===== config.mk =====
export PLATFORM = sky130hd
export DESIGN_NAME = crg_top
export DESIGN_NICKNAME = d
export VERILOG_FILES = /design/src/verilog/crg_pkg.sv /design/src/verilog/crg_sync.sv /design/src/verilog/crg_top.sv
export SDC_FILE = /design/constraint.sdc
export NUM_CORES = 1
export LEC_CHECK = 0
export ABC_AREA = 1
export BUFFER_PORTS_ARGS = -buffer_cell sky130_fd_sc_hd__buf_2
export CAP_MARGIN = 20
export CORE_ASPECT_RATIO = 1.1
export CORE_MARGIN = 10
export CORE_UTILIZATION = 35
export CTS_BUF_LIST = sky130_fd_sc_hd__clkbuf_4 sky130_fd_sc_hd__clkbuf_8
export DETAILED_ROUTE_END_ITERATION = 10
export HOLD_SLACK_MARGIN = 0.02
export PLACE_DENSITY = 0.65
export SLEW_MARGIN = 25
export SYNTH_ARGS = -nofsm -noshare
export SYNTH_HDL_FRONTEND = slang
export SYNTH_SLANG_ARGS = --single-unit

===== constraint.sdc =====
create_clock -name ref_clk -period 2.1 [get_ports ref_clk]
set_clock_uncertainty 0.15 [all_clocks]
set_input_delay 0.315 -clock ref_clk [delete_from_list [all_inputs] [get_ports ref_clk]]
set_output_delay 0.315 -clock ref_clk [all_outputs]
set_load 0.01 [all_outputs]

===== src/verilog/crg_pkg.sv =====
// crg_pkg: constants for the clock, ready and reset generator
// assumes a 32-bit axi4-lite register bus and 12-bit byte addresses
package crg_pkg;

    // ---------------------------------------------------------------
    // register map
    // ---------------------------------------------------------------
    localparam int CRG_AW = 12;
    localparam logic [11:0] CRG_CTRL_OFS = 12'h000;
    localparam logic [11:0] CRG_STATUS_OFS = 12'h004;
    localparam logic [11:0] CRG_CYCLES_OFS = 12'h008;

    // ctrl fields and reset value
    localparam int CRG_CTRL_FRST_BIT = 0;
    localparam logic CRG_CTRL_FRST_RST = 1'b0;

    // status fields
    localparam int CRG_ST_READY_BIT = 0;
    localparam int CRG_ST_PCLK_BIT = 1;
    localparam int CRG_ST_HALF_BIT = 2;
    localparam int CRG_ST_RESET_BIT = 3;
    localparam int CRG_ST_STRAP_BIT = 4;
    localparam int CRG_ST_SEL_BIT = 5;

    // ---------------------------------------------------------------
    // divider and output reset values
    // ---------------------------------------------------------------
    localparam logic [1:0] CRG_DIV_FIRST = 2'h0;
    localparam logic [1:0] CRG_DIV_LAST = 2'h2;
    localparam logic CRG_PCLK_RST = 1'b1;
    localparam logic CRG_RESET_RST = 1'b1;
    localparam logic [31:0] CRG_CYCLES_RST = 32'h0000_0000;

    // ---------------------------------------------------------------
    // pin synchroniser lanes
    // ---------------------------------------------------------------
    localparam int CRG_NPIN = 10;
    localparam int CRG_P_XTAL = 0;
    localparam int CRG_P_EFI = 1;
    localparam int CRG_P_STRAP = 2;
    localparam int CRG_P_CLEAR = 3;
    localparam int CRG_P_SEL = 4;
    localparam int CRG_P_Q1N = 5;
    localparam int CRG_P_Q2N = 6;
    localparam int CRG_P_D1 = 7;
    localparam int CRG_P_D2 = 8;
    localparam int CRG_P_PORN = 9;
    // qualifiers idle high, select pulled high, power-on clear asserted
    localparam logic [9:0] CRG_PIN_RST = 10'h070;

    // ---------------------------------------------------------------
    // axi responses
    // ---------------------------------------------------------------
    localparam logic [1:0] CRG_RESP_OKAY = 2'h0;
    localparam logic [1:0] CRG_RESP_SLVERR = 2'h2;

endpackage : crg_pkg


===== src/verilog/crg_sync.sv =====
// crg_sync: two-flop synchroniser for a bundle of pin inputs
// assumes every lane is unrelated and may change at any time
`timescale 1ns/10ps
module crg_sync #(
    parameter int WIDTH = 1,
    parameter logic [WIDTH-1:0] INIT = '0
) (
    // clock and reset
    input wire logic ref_clk,
    input wire logic rst,
    // lanes
    input wire logic [WIDTH-1:0] pin,
    output logic [WIDTH-1:0] sync
);

    logic [WIDTH-1:0] meta_q;
    logic [WIDTH-1:0] sync_q;

    always_ff @(posedge ref_clk) begin
        if (rst) begin
            meta_q <= INIT;
            sync_q <= INIT;
        end else begin
            meta_q <= pin;
            sync_q <= meta_q;
        end
    end

    assign sync = sync_q;

endmodule : crg_sync


===== src/verilog/crg_top.sv =====
// crg_top: processor clock divider, ready synchroniser and reset driver
// assumes pins are asynchronous to ref_clk and far slower than it
`timescale 1ns/10ps
module crg_top
    import crg_pkg::*;
(
    // clock and reset
    input wire logic ref_clk,
    input wire logic rst,
    // clock sources, strap and phase clear
    input wire logic crystal_pins,
    input wire logic external_freq_in,
    input wire logic source_select_strap,
    input wire logic phase_align_clear,
    // ready inputs and power-on clear
    input wire logic sync_stage_select,
    input wire logic bus1_qualify_n,
    input wire logic bus2_qualify_n,
    input wire logic bus1_done,
    input wire logic bus2_done,
    input wire logic power_on_clear_in_n,
    // generated outputs
    output logic proc_clk,
    output logic peripheral_half_clock,
    output logic crystal_buffer_out,
    output logic ready,
    output logic proc_reset,
    // axi4-lite write
    input wire logic [CRG_AW-1:0] s_axi_awaddr,
    input wire logic s_axi_awvalid,
    output logic s_axi_awready,
    input wire logic [31:0] s_axi_wdata,
    input wire logic [3:0] s_axi_wstrb,
    input wire logic s_axi_wvalid,
    output logic s_axi_wready,
    output logic [1:0] s_axi_bresp,
    output logic s_axi_bvalid,
    input wire logic s_axi_bready,
    // axi4-lite read
    input wire logic [CRG_AW-1:0] s_axi_araddr,
    input wire logic s_axi_arvalid,
    output logic s_axi_arready,
    output logic [31:0] s_axi_rdata,
    output logic [1:0] s_axi_rresp,
    output logic s_axi_rvalid,
    input wire logic s_axi_rready
);

    // ---------------------------------------------------------------
    // state
    // ---------------------------------------------------------------
    typedef struct packed {
        logic src_prev;
        logic [1:0] div;
        logic pclk;
        logic half;
        logic ff1;
        logic ff2;
        logic reset;
        logic osc;
        logic frst;
        logic [31:0] cycles;
        logic aw_got;
        logic [CRG_AW-1:0] awaddr;
        logic w_got;
        logic [31:0] wdata;
        logic [3:0] wstrb;
        logic awready;
        logic wready;
        logic bvalid;
        logic [1:0] bresp;
        logic arready;
        logic rvalid;
        logic [31:0] rdata;
        logic [1:0] rresp;
    } crg_state_type;

    crg_state_type s_q;
    crg_state_type s_d;

    logic [CRG_NPIN-1:0] pin_s;
    logic src;
    logic src_rise;
    logic clk_rise;
    logic clk_fall;
    logic qual;
    logic one_stage;

    // ---------------------------------------------------------------
    // pin synchronisers
    // ---------------------------------------------------------------
    crg_sync #(
        .WIDTH(CRG_NPIN),
        .INIT(CRG_PIN_RST)
    ) u_sync (
        .ref_clk(ref_clk),
        .rst(rst),
        .pin({power_on_clear_in_n, bus2_done, bus1_done, bus2_qualify_n,
              bus1_qualify_n, sync_stage_select, phase_align_clear,
              source_select_strap, external_freq_in, crystal_pins}),
        .sync(pin_s)
    );

    // ---------------------------------------------------------------
    // register decode
    // ---------------------------------------------------------------
    function automatic logic reg_hit(input logic [CRG_AW-1:0] a);
        reg_hit = (a == CRG_CTRL_OFS) || (a == CRG_STATUS_OFS) ||
                  (a == CRG_CYCLES_OFS);
    endfunction : reg_hit

    // ---------------------------------------------------------------
    // next state
    // ---------------------------------------------------------------
    always_comb begin
        s_d = s_q;
        // strap picks the divider source
        src = pin_s[CRG_P_STRAP] ? pin_s[CRG_P_EFI] : pin_s[CRG_P_XTAL];
        src_rise = src && !s_q.src_prev;
        s_d.src_prev = src;
        s_d.osc = pin_s[CRG_P_XTAL];
        if (pin_s[CRG_P_CLEAR]) begin
            s_d.div = CRG_DIV_FIRST;
        end else if (src_rise) begin
            if (s_q.div == CRG_DIV_LAST) begin
                s_d.div = CRG_DIV_FIRST;
            end else begin
                s_d.div = s_q.div + 2'h1;
            end
        end
        s_d.pclk = (s_d.div == CRG_DIV_FIRST);
        clk_rise = s_d.pclk && !s_q.pclk;
        clk_fall = !s_d.pclk && s_q.pclk;
        qual = (pin_s[CRG_P_D1] && !pin_s[CRG_P_Q1N]) ||
               (pin_s[CRG_P_D2] && !pin_s[CRG_P_Q2N]);
        one_stage = pin_s[CRG_P_SEL];
        if (clk_rise) begin
            s_d.ff1 = qual;
            s_d.cycles = s_q.cycles + 32'h0000_0001;
        end
        if (clk_fall) begin
            // select is re-read at every fall
            if (one_stage) begin
                s_d.ff2 = qual;
            end else begin
                s_d.ff2 = s_q.ff1 && qual;
            end
            s_d.half = !s_q.half;
            s_d.reset = !pin_s[CRG_P_PORN] || s_q.frst;
        end
        // write channel
        if (s_q.bvalid && s_axi_bready) begin
            s_d.bvalid = 1'b0;
        end
        if (s_axi_awvalid && s_q.awready) begin
            s_d.aw_got = 1'b1;
            s_d.awaddr = s_axi_awaddr;
        end
        if (s_axi_wvalid && s_q.wready) begin
            s_d.w_got = 1'b1;
            s_d.wdata = s_axi_wdata;
            s_d.wstrb = s_axi_wstrb;
        end
        if (s_d.aw_got && s_d.w_got && !s_d.bvalid) begin
            s_d.aw_got = 1'b0;
            s_d.w_got = 1'b0;
            s_d.bvalid = 1'b1;
            s_d.bresp = reg_hit(s_d.awaddr) ? CRG_RESP_OKAY : CRG_RESP_SLVERR;
            if (s_d.awaddr == CRG_CTRL_OFS && s_d.wstrb[0]) begin
                s_d.frst = s_d.wdata[CRG_CTRL_FRST_BIT];
            end
        end
        s_d.awready = !s_d.aw_got && !s_d.bvalid;
        s_d.wready = !s_d.w_got && !s_d.bvalid;
        // read channel
        if (s_q.rvalid && s_axi_rready) begin
            s_d.rvalid = 1'b0;
        end
        if (s_axi_arvalid && s_q.arready) begin
            s_d.rvalid = 1'b1;
            s_d.rresp = reg_hit(s_axi_araddr) ? CRG_RESP_OKAY : CRG_RESP_SLVERR;
            s_d.rdata = 32'h0000_0000;
            case (s_axi_araddr)
                CRG_CTRL_OFS: begin
                    s_d.rdata[CRG_CTRL_FRST_BIT] = s_q.frst;
                end
                CRG_STATUS_OFS: begin
                    s_d.rdata[CRG_ST_READY_BIT] = s_q.ff2;
                    s_d.rdata[CRG_ST_PCLK_BIT] = s_q.pclk;
                    s_d.rdata[CRG_ST_HALF_BIT] = s_q.half;
                    s_d.rdata[CRG_ST_RESET_BIT] = s_q.reset;
                    s_d.rdata[CRG_ST_STRAP_BIT] = pin_s[CRG_P_STRAP];
                    s_d.rdata[CRG_ST_SEL_BIT] = pin_s[CRG_P_SEL];
                end
                CRG_CYCLES_OFS: begin
                    s_d.rdata = s_q.cycles;
                end
                default: begin
                    s_d.rdata = 32'h0000_0000;
                end
            endcase
        end
        s_d.arready = !s_d.rvalid;
    end

    // ---------------------------------------------------------------
    // registers
    // ---------------------------------------------------------------
    always_ff @(posedge ref_clk) begin
        if (rst) begin
            s_q <= '0;
            s_q.div <= CRG_DIV_FIRST;
            s_q.pclk <= CRG_PCLK_RST;
            s_q.reset <= CRG_RESET_RST;
            s_q.frst <= CRG_CTRL_FRST_RST;
            s_q.cycles <= CRG_CYCLES_RST;
            s_q.bresp <= CRG_RESP_OKAY;
            s_q.rresp <= CRG_RESP_OKAY;
        end else begin
            s_q <= s_d;
        end
    end

    // ---------------------------------------------------------------
    // outputs
    // ---------------------------------------------------------------
    assign proc_clk = s_q.pclk;
    assign peripheral_half_clock = s_q.half;
    assign crystal_buffer_out = s_q.osc;
    assign ready = s_q.ff2;
    assign proc_reset = s_q.reset;
    assign s_axi_awready = s_q.awready;
    assign s_axi_wready = s_q.wready;
    assign s_axi_bvalid = s_q.bvalid;
    assign s_axi_bresp = s_q.bresp;
    assign s_axi_arready = s_q.arready;
    assign s_axi_rvalid = s_q.rvalid;
    assign s_axi_rdata = s_q.rdata;
    assign s_axi_rresp = s_q.rresp;
endmodule : crg_top


Yosys cells after proc, flatten, opt, wreduce, memory -nomap -nowiden
Index checks and enable logic that the tools add are counted.
- flip-flop bits (word level): 153
- bits of input ports: 77
- output and inout port bits: 46
- logic and storage cells: 90
- $add $sub $neg: 2
- equal/unequal tests: 5
- mux-type cells: 18
- reductions and logical operators: 38
- operators with widths (cell ; number):
    $mux 37 ; 1
    $mux 35 ; 1
    $add 32x1->32 const B ; 1
    $mux 26 ; 1
    $eq 12x3->1 const B ; 2
    $eq 12x4->1 const B ; 2
    $logic_not 12->1 ; 2
    $logic_and 1x1->1 ; 16
    $mux 13 ; 1
    $logic_not 1->1 ; 12
    $mux 2 ; 5
    $pmux 5 s2 ; 1
    $logic_or 1x1->1 ; 6
    $mux 1 ; 6
    $mux 3 ; 1
    $pmux 1 s3 ; 1
    $add 2x1->2 const B ; 1
    $eq 2x2->1 const B ; 1
    $logic_not 2->1 ; 1
    $reduce_and 2->1 ; 1

Longest topological paths before layout
Gate-level depths: netlist of run 1.
- depth in word-level cells: 9
- depth in mapped cells: 12
- gate-level depth less buffers: 11

Hierarchy
From an unflattened synthesis of run 1, not the netlist that was laid out.
- cell total of the unflattened synthesis: 814
- area total of the unflattened synthesis: 5706.7 sq um
- modules (own cells, without submodules) (module ; instances ; cells an instance ; area each (sq um) ; sequential area each (sq um)):
    crg_top ; 1 ; 752 ; 5141.2 ; 1941.9
    crg_sync ; 1 ; 62 ; 565.5 ; 400.4

Least setup slack after synthesis of run 1
OpenSTA, ideal clock, no wires.
- path kind: reg-to-reg
- start: register s_q[91] (netlist bit)
- end: register s_q[107] (netlist bit)
- library setup time: 0.070 ns
- arrival time: 1.472 ns
- required time: 1.880 ns
- slack: 0.408 ns
- stages on the path, launching flop included: 9
- buffers on the path: 0
- clock period less this slack: 1.692 ns
- path through: dfxtp_1 ha_1 nand2_1 nor2_4 nand2_1 nor2_1 xor2_1 nand2_1 a21oi_1
- cells in the longest elaborated chain, start to end: 1
- RTL lines (item ; line ; source):
    from (decl) ; crg_top.sv:78 ; crg_state_type s_q;
    $add 32x1->32 ; crg_top.sv:139 ; s_d.cycles = s_q.cycles + 32'h0000_0001;
Every way passes these cells.
A chain may end at the register's enable or synchronous reset.

Worst setup path in the final report of run 1
- start: register s_q[92] (netlist bit)
- end: register s_q[107] (netlist bit)
The elaborated chain is that of the path after synthesis.

==> results of run 1 <==
layer usage:
metal | wire length (um) | track usage | up-vias
li1 | - | - | 2679
met3 | 782 | 0.0471 | 14
met1 | 5910 | 0.145 | 2222
met4 | 182 | 0.0458 | 0
met5 | 0 | 0 | -
met2 | 6440 | 0.215 | 92
kinds of logic (layout without fill, tap and decap cells):
group	after synthesis	after routing	share of synthesized area
xor gates and xnor gates	11	11	0.0172
AOI/OAI and AO/OA	93	93	0.0852
other	1	2	0.000669
adders and majority gates	1	1	0.00223
DFF	117	117	0.418
buffers and inverters	127	213	0.117
and+or+nand+nor	462	462	0.360
sequential cells by signal, indices dropped and copies added, names as in the netlist:
name                   flops
s_axi_rdata               32
u_sync.meta_q             10
s_axi_awready              1
s_axi_wready               1
s_axi_arready              1
s_axi_rresp                1
s_axi_rvalid               1
s_axi_bresp                1
proc_clk                   1
u_sync.sync               10
crystal_buffer_out         1
ready                      1
s_q                       53
proc_reset                 1
peripheral_half_clock      1
s_axi_bvalid               1
power groups by stage:
| stage | sequential, uW | combinational (uW) | clock [uW] |
|---|---|---|---|
| 2_1_floorplan | 2390 | 321 | 0 |
| 3_3_place_gp | 2380 | 445 | 0 |
| 3_5_place_dp | 2380 | 450 | 0 |
| 4_1_cts | 2330 | 487 | 2080 |
| 5_1_grt | 2340 | 550 | 2180 |
| 6_report | 2330 | 479 | 2030 |
layout by cell type, fill, tap and decap left out, drive strengths merged, types with 2 or more instances in the layout:
cell,netlist,final
dfxtp,117,117
nor4,2,2
a21oi,75,75
o211ai,2,2
nand3b,17,17
inv,62,64
nand2,270,270
clkinvlp,0,2
nor2,111,111
clkinv,0,9
buf,51,95
o21ai,14,14
nand4,7,7
conb,1,2
clkbuf,14,17
xor2,11,11
dlygate4sd3,0,24
or2,6,6
bufinv,0,2
nor3,2,2
nand3,46,46
worst paths after layout:
| path | startpoint | to | slack [ns] | depth (start not counted) |
|---|---|---|---|---|
| worst min-delay path | s_axi_rready | s_axi_rvalid | 0.04 | 4 |
| worst max-delay path | s_q[92] | s_q[107] | 0.35 | 8 |
| worst min register to register | u_sync.meta_q[2] | u_sync.sync[2] | 0.25 | 2 |
| worst max register to register | s_q[92] | s_q[107] | 0.35 | 8 |
worst max-delay path, delay by kind of cell (launching register included):
kind,cells,cell delay [ns]
AND/OR/NAND/NOR,5,0.65
flip-flops,1,0.41
AO/OA/AOI/OAI,1,0.13
XOR/XNOR,1,0.16
adder cells (fa/ha/maj),1,0.19
area by class of cell:
| cell class | count | area (um^2) |
|---|---|---|
| fill | 1642 | 9160 |
| sequential | 117 | 2340 |
| clock inverter | 15 | 156 |
| tap | 200 | 250 |
| inverter | 62 | 233 |
| clock buffer | 17 | 234 |
| multi-input combinational | 569 | 2620 |
| timing repair buffer | 119 | 741 |
through the flow:
| step | hold slack [ns] | utilization |
|---|---|---|
| after floorplan | 0.238 | - |
| after global placement | 0.240 | 0.378 |
| after detailed placement | 0.243 | 0.378 |
| after CTS | 0.0255 | 0.418 |
| after global routing | 0.0527 | 0.418 |
| final | 0.0411 | 0.418 |
==> impl_metrics.ini, run 1 <==
[pwr]
intPower_uw = 3530
clkPwrFrac = 0.419
cellPowerDensity_nw_per_um2 = 736
ir_drop_mv = 0.518
share_comb_of_total_power = 0.099
seqPwrFrac = 0.482
finalPower_uw = 4840
switchingPower_uw = 1310
p_leak_uw = 0.00278
p_sw_frac = 0.271

[worst_setup_path]
required_ns = 2.32
critPathCaptureType = flip-flop
crit_fanout = 6
worstPathCellList = ha_1, nand2_1, nor2_4, nand2_1, nor2_1, xor2_1, nand2_1, a21oi_1
slowest_delay_ns = 0.41
cp_slowest_cell = dfxtp_1
crit_top_cell = nand2_1
cp-start-kind = flip-flop
critPathArrivalTime_ns = 1.98
path_class = reg2reg

[synthesis]
async_reset_ff_frac = 0
synth_edf_count = 0
ys_ff_latch = 117
yosysMostFrequentCell = nand2_1
synthTopCellsByArea = dfxtp_1 (42%), nand2_1 (18%), nor2_1 (7.0%), a21oi_1 (6.6%), buf_4 (5.1%)
synth_area_leader_cell = dfxtp_1
ys_seq_area_frac = 0.418
synthFlopType = dfxtp_1
yosysWarnings = 0
synth_cell_types = 35
postSynthAreaPerCell_um2 = 6.91
synth.top_cells.by_count = nand2_1 (263), dfxtp_1 (117), nor2_1 (104)
synth_area_um2 = 5610
synth_cells = 812
yosysTopAreaCellShare = 0.418

[timing]
max_freq_mhz = 570
hold_viol_final = 0
slew_headroom = 0.579
rsz0062_at_grt = false
fin_ws_ns = 0.346
period_minus_slack_ns = 1.75
tightest_slew_ns = 0.630
finalCritPeriodShare = 0.835
finalSetupTns_ns = 0
setup_viol = 0
slew_viol_final = 0

[placement]
placed_cell_area_um2 = 5940
dp_hpwl_um = 9710
gp_congestion = 0.898
io_buffer_count = 86
pre_cts_ws_ns = 0.346
dpl.cell_count = 1043

[global_routing]
first_global_vias = 4841
antenna_found_initial = 0
gr-total-overflow = 0
grtUsageTotal = 0.128
grt_pass1_wl_um = 22900
grt_max_degree = 46

[cts]
htreeDepth = 4
cts_buffers = 17
clock_sink_count = 117
cts_tree = built
clkTransAtPathRegs_ns = 0.07
root_buffer = clkbuf_8
cts_setup_buffers = 0
hold_buffers = 24
clockBufferDepth = 2
clock_latency_ns = 0.44
postCtsResizedCells = 0

[worst_hold_path]
hp-class = in2reg

[route]
viasPerCell = 4.56
wl_um = 13300
via_count = 5007
drtAntennaViolNets = 0
drc_errors = 0
dr.pass1.iters = 6
drt_first_iter_violations = 233
routedWlPerCell_um = 12.1

[final_layout]
stdcell_count = 1099
final_area_um2 = 6570
nets = 964
syn_to_final_growth_pct = 17.2
antennaDiodeCount = 0
drive_gt1_frac = 0.177

[die]
die_area_um2 = 21500
core-area_um2 = 15700
die-height_um = 153
die_w_um = 141
fp-row-count = 48
initial_core_util = 0.356
io_pins = 123

[outcome]
outcome = complete, no violations

[run]
maxCapViolations = 0
(Power assumes the default switching activity.)
==> inputs of run 2 (changes only) <==
- clock period: 2.1 -> 1.81 ns (I/O delays scaled with it)
==> run 2 against run 1 <==
- hold slack lost 0.0015 ns
- non-clock buffer count is 16 higher
- global-route usage grew 0.39 points
- sequential power is 16% higher
- count of clock-buffer cells in the layout up 5
- largest power group unchanged
- highest routed layer unchanged
- combinational power is 32% higher
- largest cell class unchanged
- sequential share of layout area shrank 1.6 points
- via count is 2.6% higher
==> impl_metrics.ini, run 2 (synthesis gave the netlist of run 1 again) <==
[outcome]
outcome = complete, no violations

[final_layout]
antennaDiodeCount = 0
nets = 981
regMostFlops = s_q
most-common-layout-cells = nand2_1 (262), dfxtp_1 (115), nor2_1 (99)
largest_register_ffs = 53
syn_to_final_growth_pct = 22.7
mostFrequentLayoutCell = nand2_1
drive_gt1_frac = 0.200

[timing]
max_freq_mhz = 586
period_minus_slack_ns = 1.71
hold_viol_final = 0
finalCritPeriodShare = 0.943
finalSetupTns_ns = 0
rsz0062_at_grt = true
setup_viol = 0
fin_ws_ns = 0.102
slew_viol_final = 0

[global_routing]
busiest_layer = met2
grt.met1_usage = 0.143
grtUsageTotal = 0.132
grt_pass1_wl_um = 23400
grt.met3_usage = 0.0471
use_met2 = 0.226
grt_max_degree = 55
antenna_found_initial = 0
first_global_vias = 4925
gr-total-overflow = 0

[worst_hold_path]
min_to = s_q[81]
holdCritStartpoint = s_axi_awaddr[3]
hp-class = in2reg
min_delay_path_depth = 5

[route]
drc_errors = 0
wl_um = 14200
routedWlPerCell_um = 12.8
drt_first_iter_violations = 245
via_count = 5136
viasPerCell = 4.61
dr.pass1.iters = 6
drtAntennaViolNets = 0

[worst_setup_path]
crit_fanout = 5
slowest_delay_ns = 0.59
path_class = reg2out
critPathCaptureType = output pin
critPathArrivalTime_ns = 1.29
r2r_start = proc_clk
required_ns = 1.39
reg2reg_slack_ns = 0.12
path_buf_inv = 1
r2r-end = s_q[106]
cp-start-kind = flip-flop
critical_path.top_delay_family = flip-flops
reg2reg_depth = 5
worstPathCellList = buf_2
cp_slowest_cell = dfxtp_1

[cts]
clockBufferDepth = 2
clkTransAtPathRegs_ns = 0.07
root_buffer = clkbuf_8
cts_tree = built
htreeDepth = 4
clock_latency_ns = 0.45
clock_sink_count = 117
cts_buffers = 17

[pwr]
cellPowerDensity_nw_per_um2 = 877
p_leak_uw = 0.00292
ir_drop_mv = 0.767

[die]
die_area_um2 = 21500
core-area_um2 = 15700
fp-row-count = 48
initial_core_util = 0.356
die-height_um = 153
io_pins = 123
die_w_um = 141

[placement]
dp_hpwl_um = 9890
pre_cts_ws_ns = 0.0868
io_buffer_count = 86
gp_congestion = 0.846

[run]
maxCapViolations = 0
==> run 2: cell count changes in the layout (fill, tap and decap cells not counted), moves of 3 or more <==
cell,before,now
buf_12,0,5
buf_4,10,19
clkbuf_8,17,20
clkinv_4,5,0
nor2_1,104,99
nor2_4,1,5
==> run 2: area by class of cell <==
class,count,area [um^2]
Timing Repair Buffer,135,937
Tap cell,200,250
Clock buffer,22,290
Inverter,62,236
Fill cell,1615,8850
Sequential cell,117,2340
Clock inverter,9,150
Multi-Input combinational cell,570,2670
==> run 2: how the worst max path moves through the flow <==
stage | from | endpoint | slack [ns] | cells after the start
final | proc_clk | proc_clk | 0.10 | 1
after global routing | s_q[96] | s_q[119] | -0.03 | 8
after CTS | u_sync.sync[2] | s_q[122] | 0.07 | 9
after detailed placement | u_sync.sync[2] | s_q[122] | 0.09 | 9
after global placement | u_sync.sync[2] | s_q[111] | 0.12 | 9
after floorplan | s_q[91] | s_q[107] | 0.12 | 8
==> run 2: per-stage QoR <==
stage	instances	instance area, um^2	hold WS [ns]	util	total power [uW]
final	1115	6880	0.0396	0.437	6040
after global routing	1115	6880	0.0438	0.437	6300
after CTS	1111	6770	0.0350	0.431	6050
after detailed placement	1054	6070	0.244	0.386	3310
after global placement	1054	6070	0.240	0.386	3300
after floorplan	813	5610	0.225	-	3140
==> run 2: repair_timing <==
item                                    CTS  global route
hold buffers                             26             0
hold endpoints to repair                 26             0
gates resized for setup                   0            20
endpoints found under the setup margin    0            27
buffers inserted                          0             4
==> run 2: where the power goes <==
group	switching [uW]	internal, uW
clock	1070	1630
combinational	382	250
sequential	48.0	2660
==> run 2: per-layer routing <==
layer  vias up  wire length (um)
met4         0               258
met2       117              7000
met3        25               767
met1      2284              6210
li1       2710                 -
met5         -                 0
==> inputs of run 3 (changes only) <==
- MAX_ROUTING_LAYER: unset -> met4
==> run 3 against run 2 <==
- non-clock buffer count is 7 higher
- sequential cell count is the same
- design area increased by 0.24%
- setup slack worse by 0.0063 ns
- sequential share of layout area shrank 0.062 points
- core utilization rose by 0.10 points
- register-to-register slack worse by 0.02 ns
- first-iteration DRC count is 17% lower
==> impl_metrics.ini, run 3 (synthesis gave the netlist of run 1 again) <==
[outcome]
outcome = complete, no violations

[final_layout]
multi_input_area_um2 = 2680
nFillCells = 1615
most-common-layout-cells = nand2_1 (262), dfxtp_1 (114), nor2_1 (99)
syn_to_final_growth_pct = 23.0
final_util = 0.438
mostFrequentLayoutCell = nand2_1
final_area_um2 = 6900
largest_register_ffs = 53
drive_gt1_frac = 0.208
layout.area.seq_um2 = 2350
antennaDiodeCount = 0
nets = 990
regMostFlops = s_q

[pwr]
intPower_uw = 4090
clkPwrFrac = 0.408
cellPowerDensity_nw_per_um2 = 822
ir_drop_mv = 0.679
p_leak_uw = 0.00293
share_comb_of_total_power = 0.114
p_sw_frac = 0.280
seqPwrFrac = 0.478
switchingPower_uw = 1590

[timing]
period_minus_slack_ns = 1.71
max_freq_mhz = 583
finalCritPeriodShare = 0.947
hold_viol_final = 0
setup_viol = 0
slew_viol_final = 0
rsz0062_at_grt = true

[placement]
dp_hpwl_um = 9940
io_buffer_count = 86
placed_cell_area_um2 = 6120
gp_congestion = 0.855

[worst_setup_path]
crit_fanout = 7
critPathArrivalTime_ns = 1.95
cp_slowest_cell = dfxtp_1
cp-start-kind = flip-flop
crit_top_cell = nand2_1
reg2reg_slack_ns = 0.1
worstPathCellList = nand2_1, nor2_1, nand2_1, nor2_1, nand3b_1, nand2_1, nand2_1, a21oi_2
required_ns = 2.05
path_class = reg2reg
slowest_delay_ns = 0.48
critPathCaptureType = flip-flop

[route]
drc_errors = 0
wl_um = 14400
viasPerCell = 4.65
via_count = 5229
drtAntennaViolNets = 0
drt_first_iter_violations = 203
dr.pass1.iters = 4
routedWlPerCell_um = 12.8

[cts]
root_buffer = clkbuf_8
cts_tree = built
htreeDepth = 4
clock_sink_count = 117
clock_latency_ns = 0.45
clockBufferDepth = 2
cts_buffers = 17
clkTransAtPathRegs_ns = 0.07

[die]
fp-row-count = 48
initial_core_util = 0.356
io_pins = 123
die_w_um = 141
die_area_um2 = 21500
core-area_um2 = 15700
die-height_um = 153

[global_routing]
grt_max_degree = 45
gr-total-overflow = 0
antenna_found_initial = 0
grt_pass1_wl_um = 23700
grtUsageTotal = 0.136
first_global_vias = 4836

[run]
maxCapViolations = 0

[worst_hold_path]
hp-class = in2reg
[run 3: changes by cell type in the layout (fill, tap and decap cells not counted), sizes merged]
cell | before | now
clkinv | 3 | 8
inv | 61 | 63
bufinv | 4 | 1
dlygate4sd3 | 25 | 27
clkbuf | 22 | 19
clkinvlp | 3 | 4
dlymetal6s4s | 1 | 0
buf | 109 | 115
nor2 | 112 | 113
[run 3: critical path, delay by kind of cell (launching register included)]
| family | cells | cell delay [ns] |
|---|---|---|
| AND/OR/NAND/NOR | 7 | 0.93 |
| AO/OA/AOI/OAI | 1 | 0.10 |
| flip-flops | 1 | 0.48 |
[run 3: path summary, 6_finish.rpt]
path | to | start | depth (start not counted)
worst max-delay path | s_q[117] | s_q[93] | 8
worst min-delay path | s_q[81] | s_axi_awaddr[3] | 5
worst max register to register | s_q[117] | s_q[93] | 8
worst min register to register | u_sync.sync[2] | u_sync.meta_q[2] | 2
[run 3: timing repair]
action                                  4_1_cts  5_1_grt
endpoints found under the hold margin        27        0
gates resized for setup                       0       15
hold buffers                                 27        0
buffers inserted                              0        4
endpoints found under the setup margin        0       26
[run 3: area by class of cell]
class	count	area share
timing repair inverter	1	0.00109
multi-input combinational	571	0.388
inverter	62	0.0343
clock buffer	19	0.0379
sequential	117	0.340
tap	200	0.0363
clock inverter	13	0.0181
timing repair buffer	142	0.144
[run 3: power by group through the flow]
stage	logic [uW]	clock network [uW]	registers (uW)
6_report	645	2320	2710
3_3_place_gp	545	0	2760
4_1_cts	596	2380	2700
2_1_floorplan	373	0	2770
3_5_place_dp	549	0	2760
5_1_grt	728	2500	2720
[run 3: metrics by stage]
step / setup slack, ns / hold WS [ns] / std cells / total power (uW) / TNS [ns]
3_5_place_dp: 0.0810 / 0.244 / 1059 / 3310 / 0
5_1_grt: -0.0831 / 0.0548 / 1125 / 5950 / -0.0968
2_1_floorplan: 0.118 / 0.225 / 813 / 3140 / 0
3_3_place_gp: 0.100 / 0.242 / 1059 / 3310 / 0
6_report: 0.0962 / 0.0506 / 1125 / 5670 / 0
4_1_cts: 0.0613 / 0.0261 / 1118 / 5680 / 0
[run 3: metal layers]
layer,GRT usage,share of wire,vias up,wire [um]
met5,-,0,-,0
met4,0.0423,0.013,0,182
met3,0.0440,0.046,14,665
met2,0.222,0.49,106,7040
met1,0.155,0.45,2375,6480
li1,-,-,2734,-
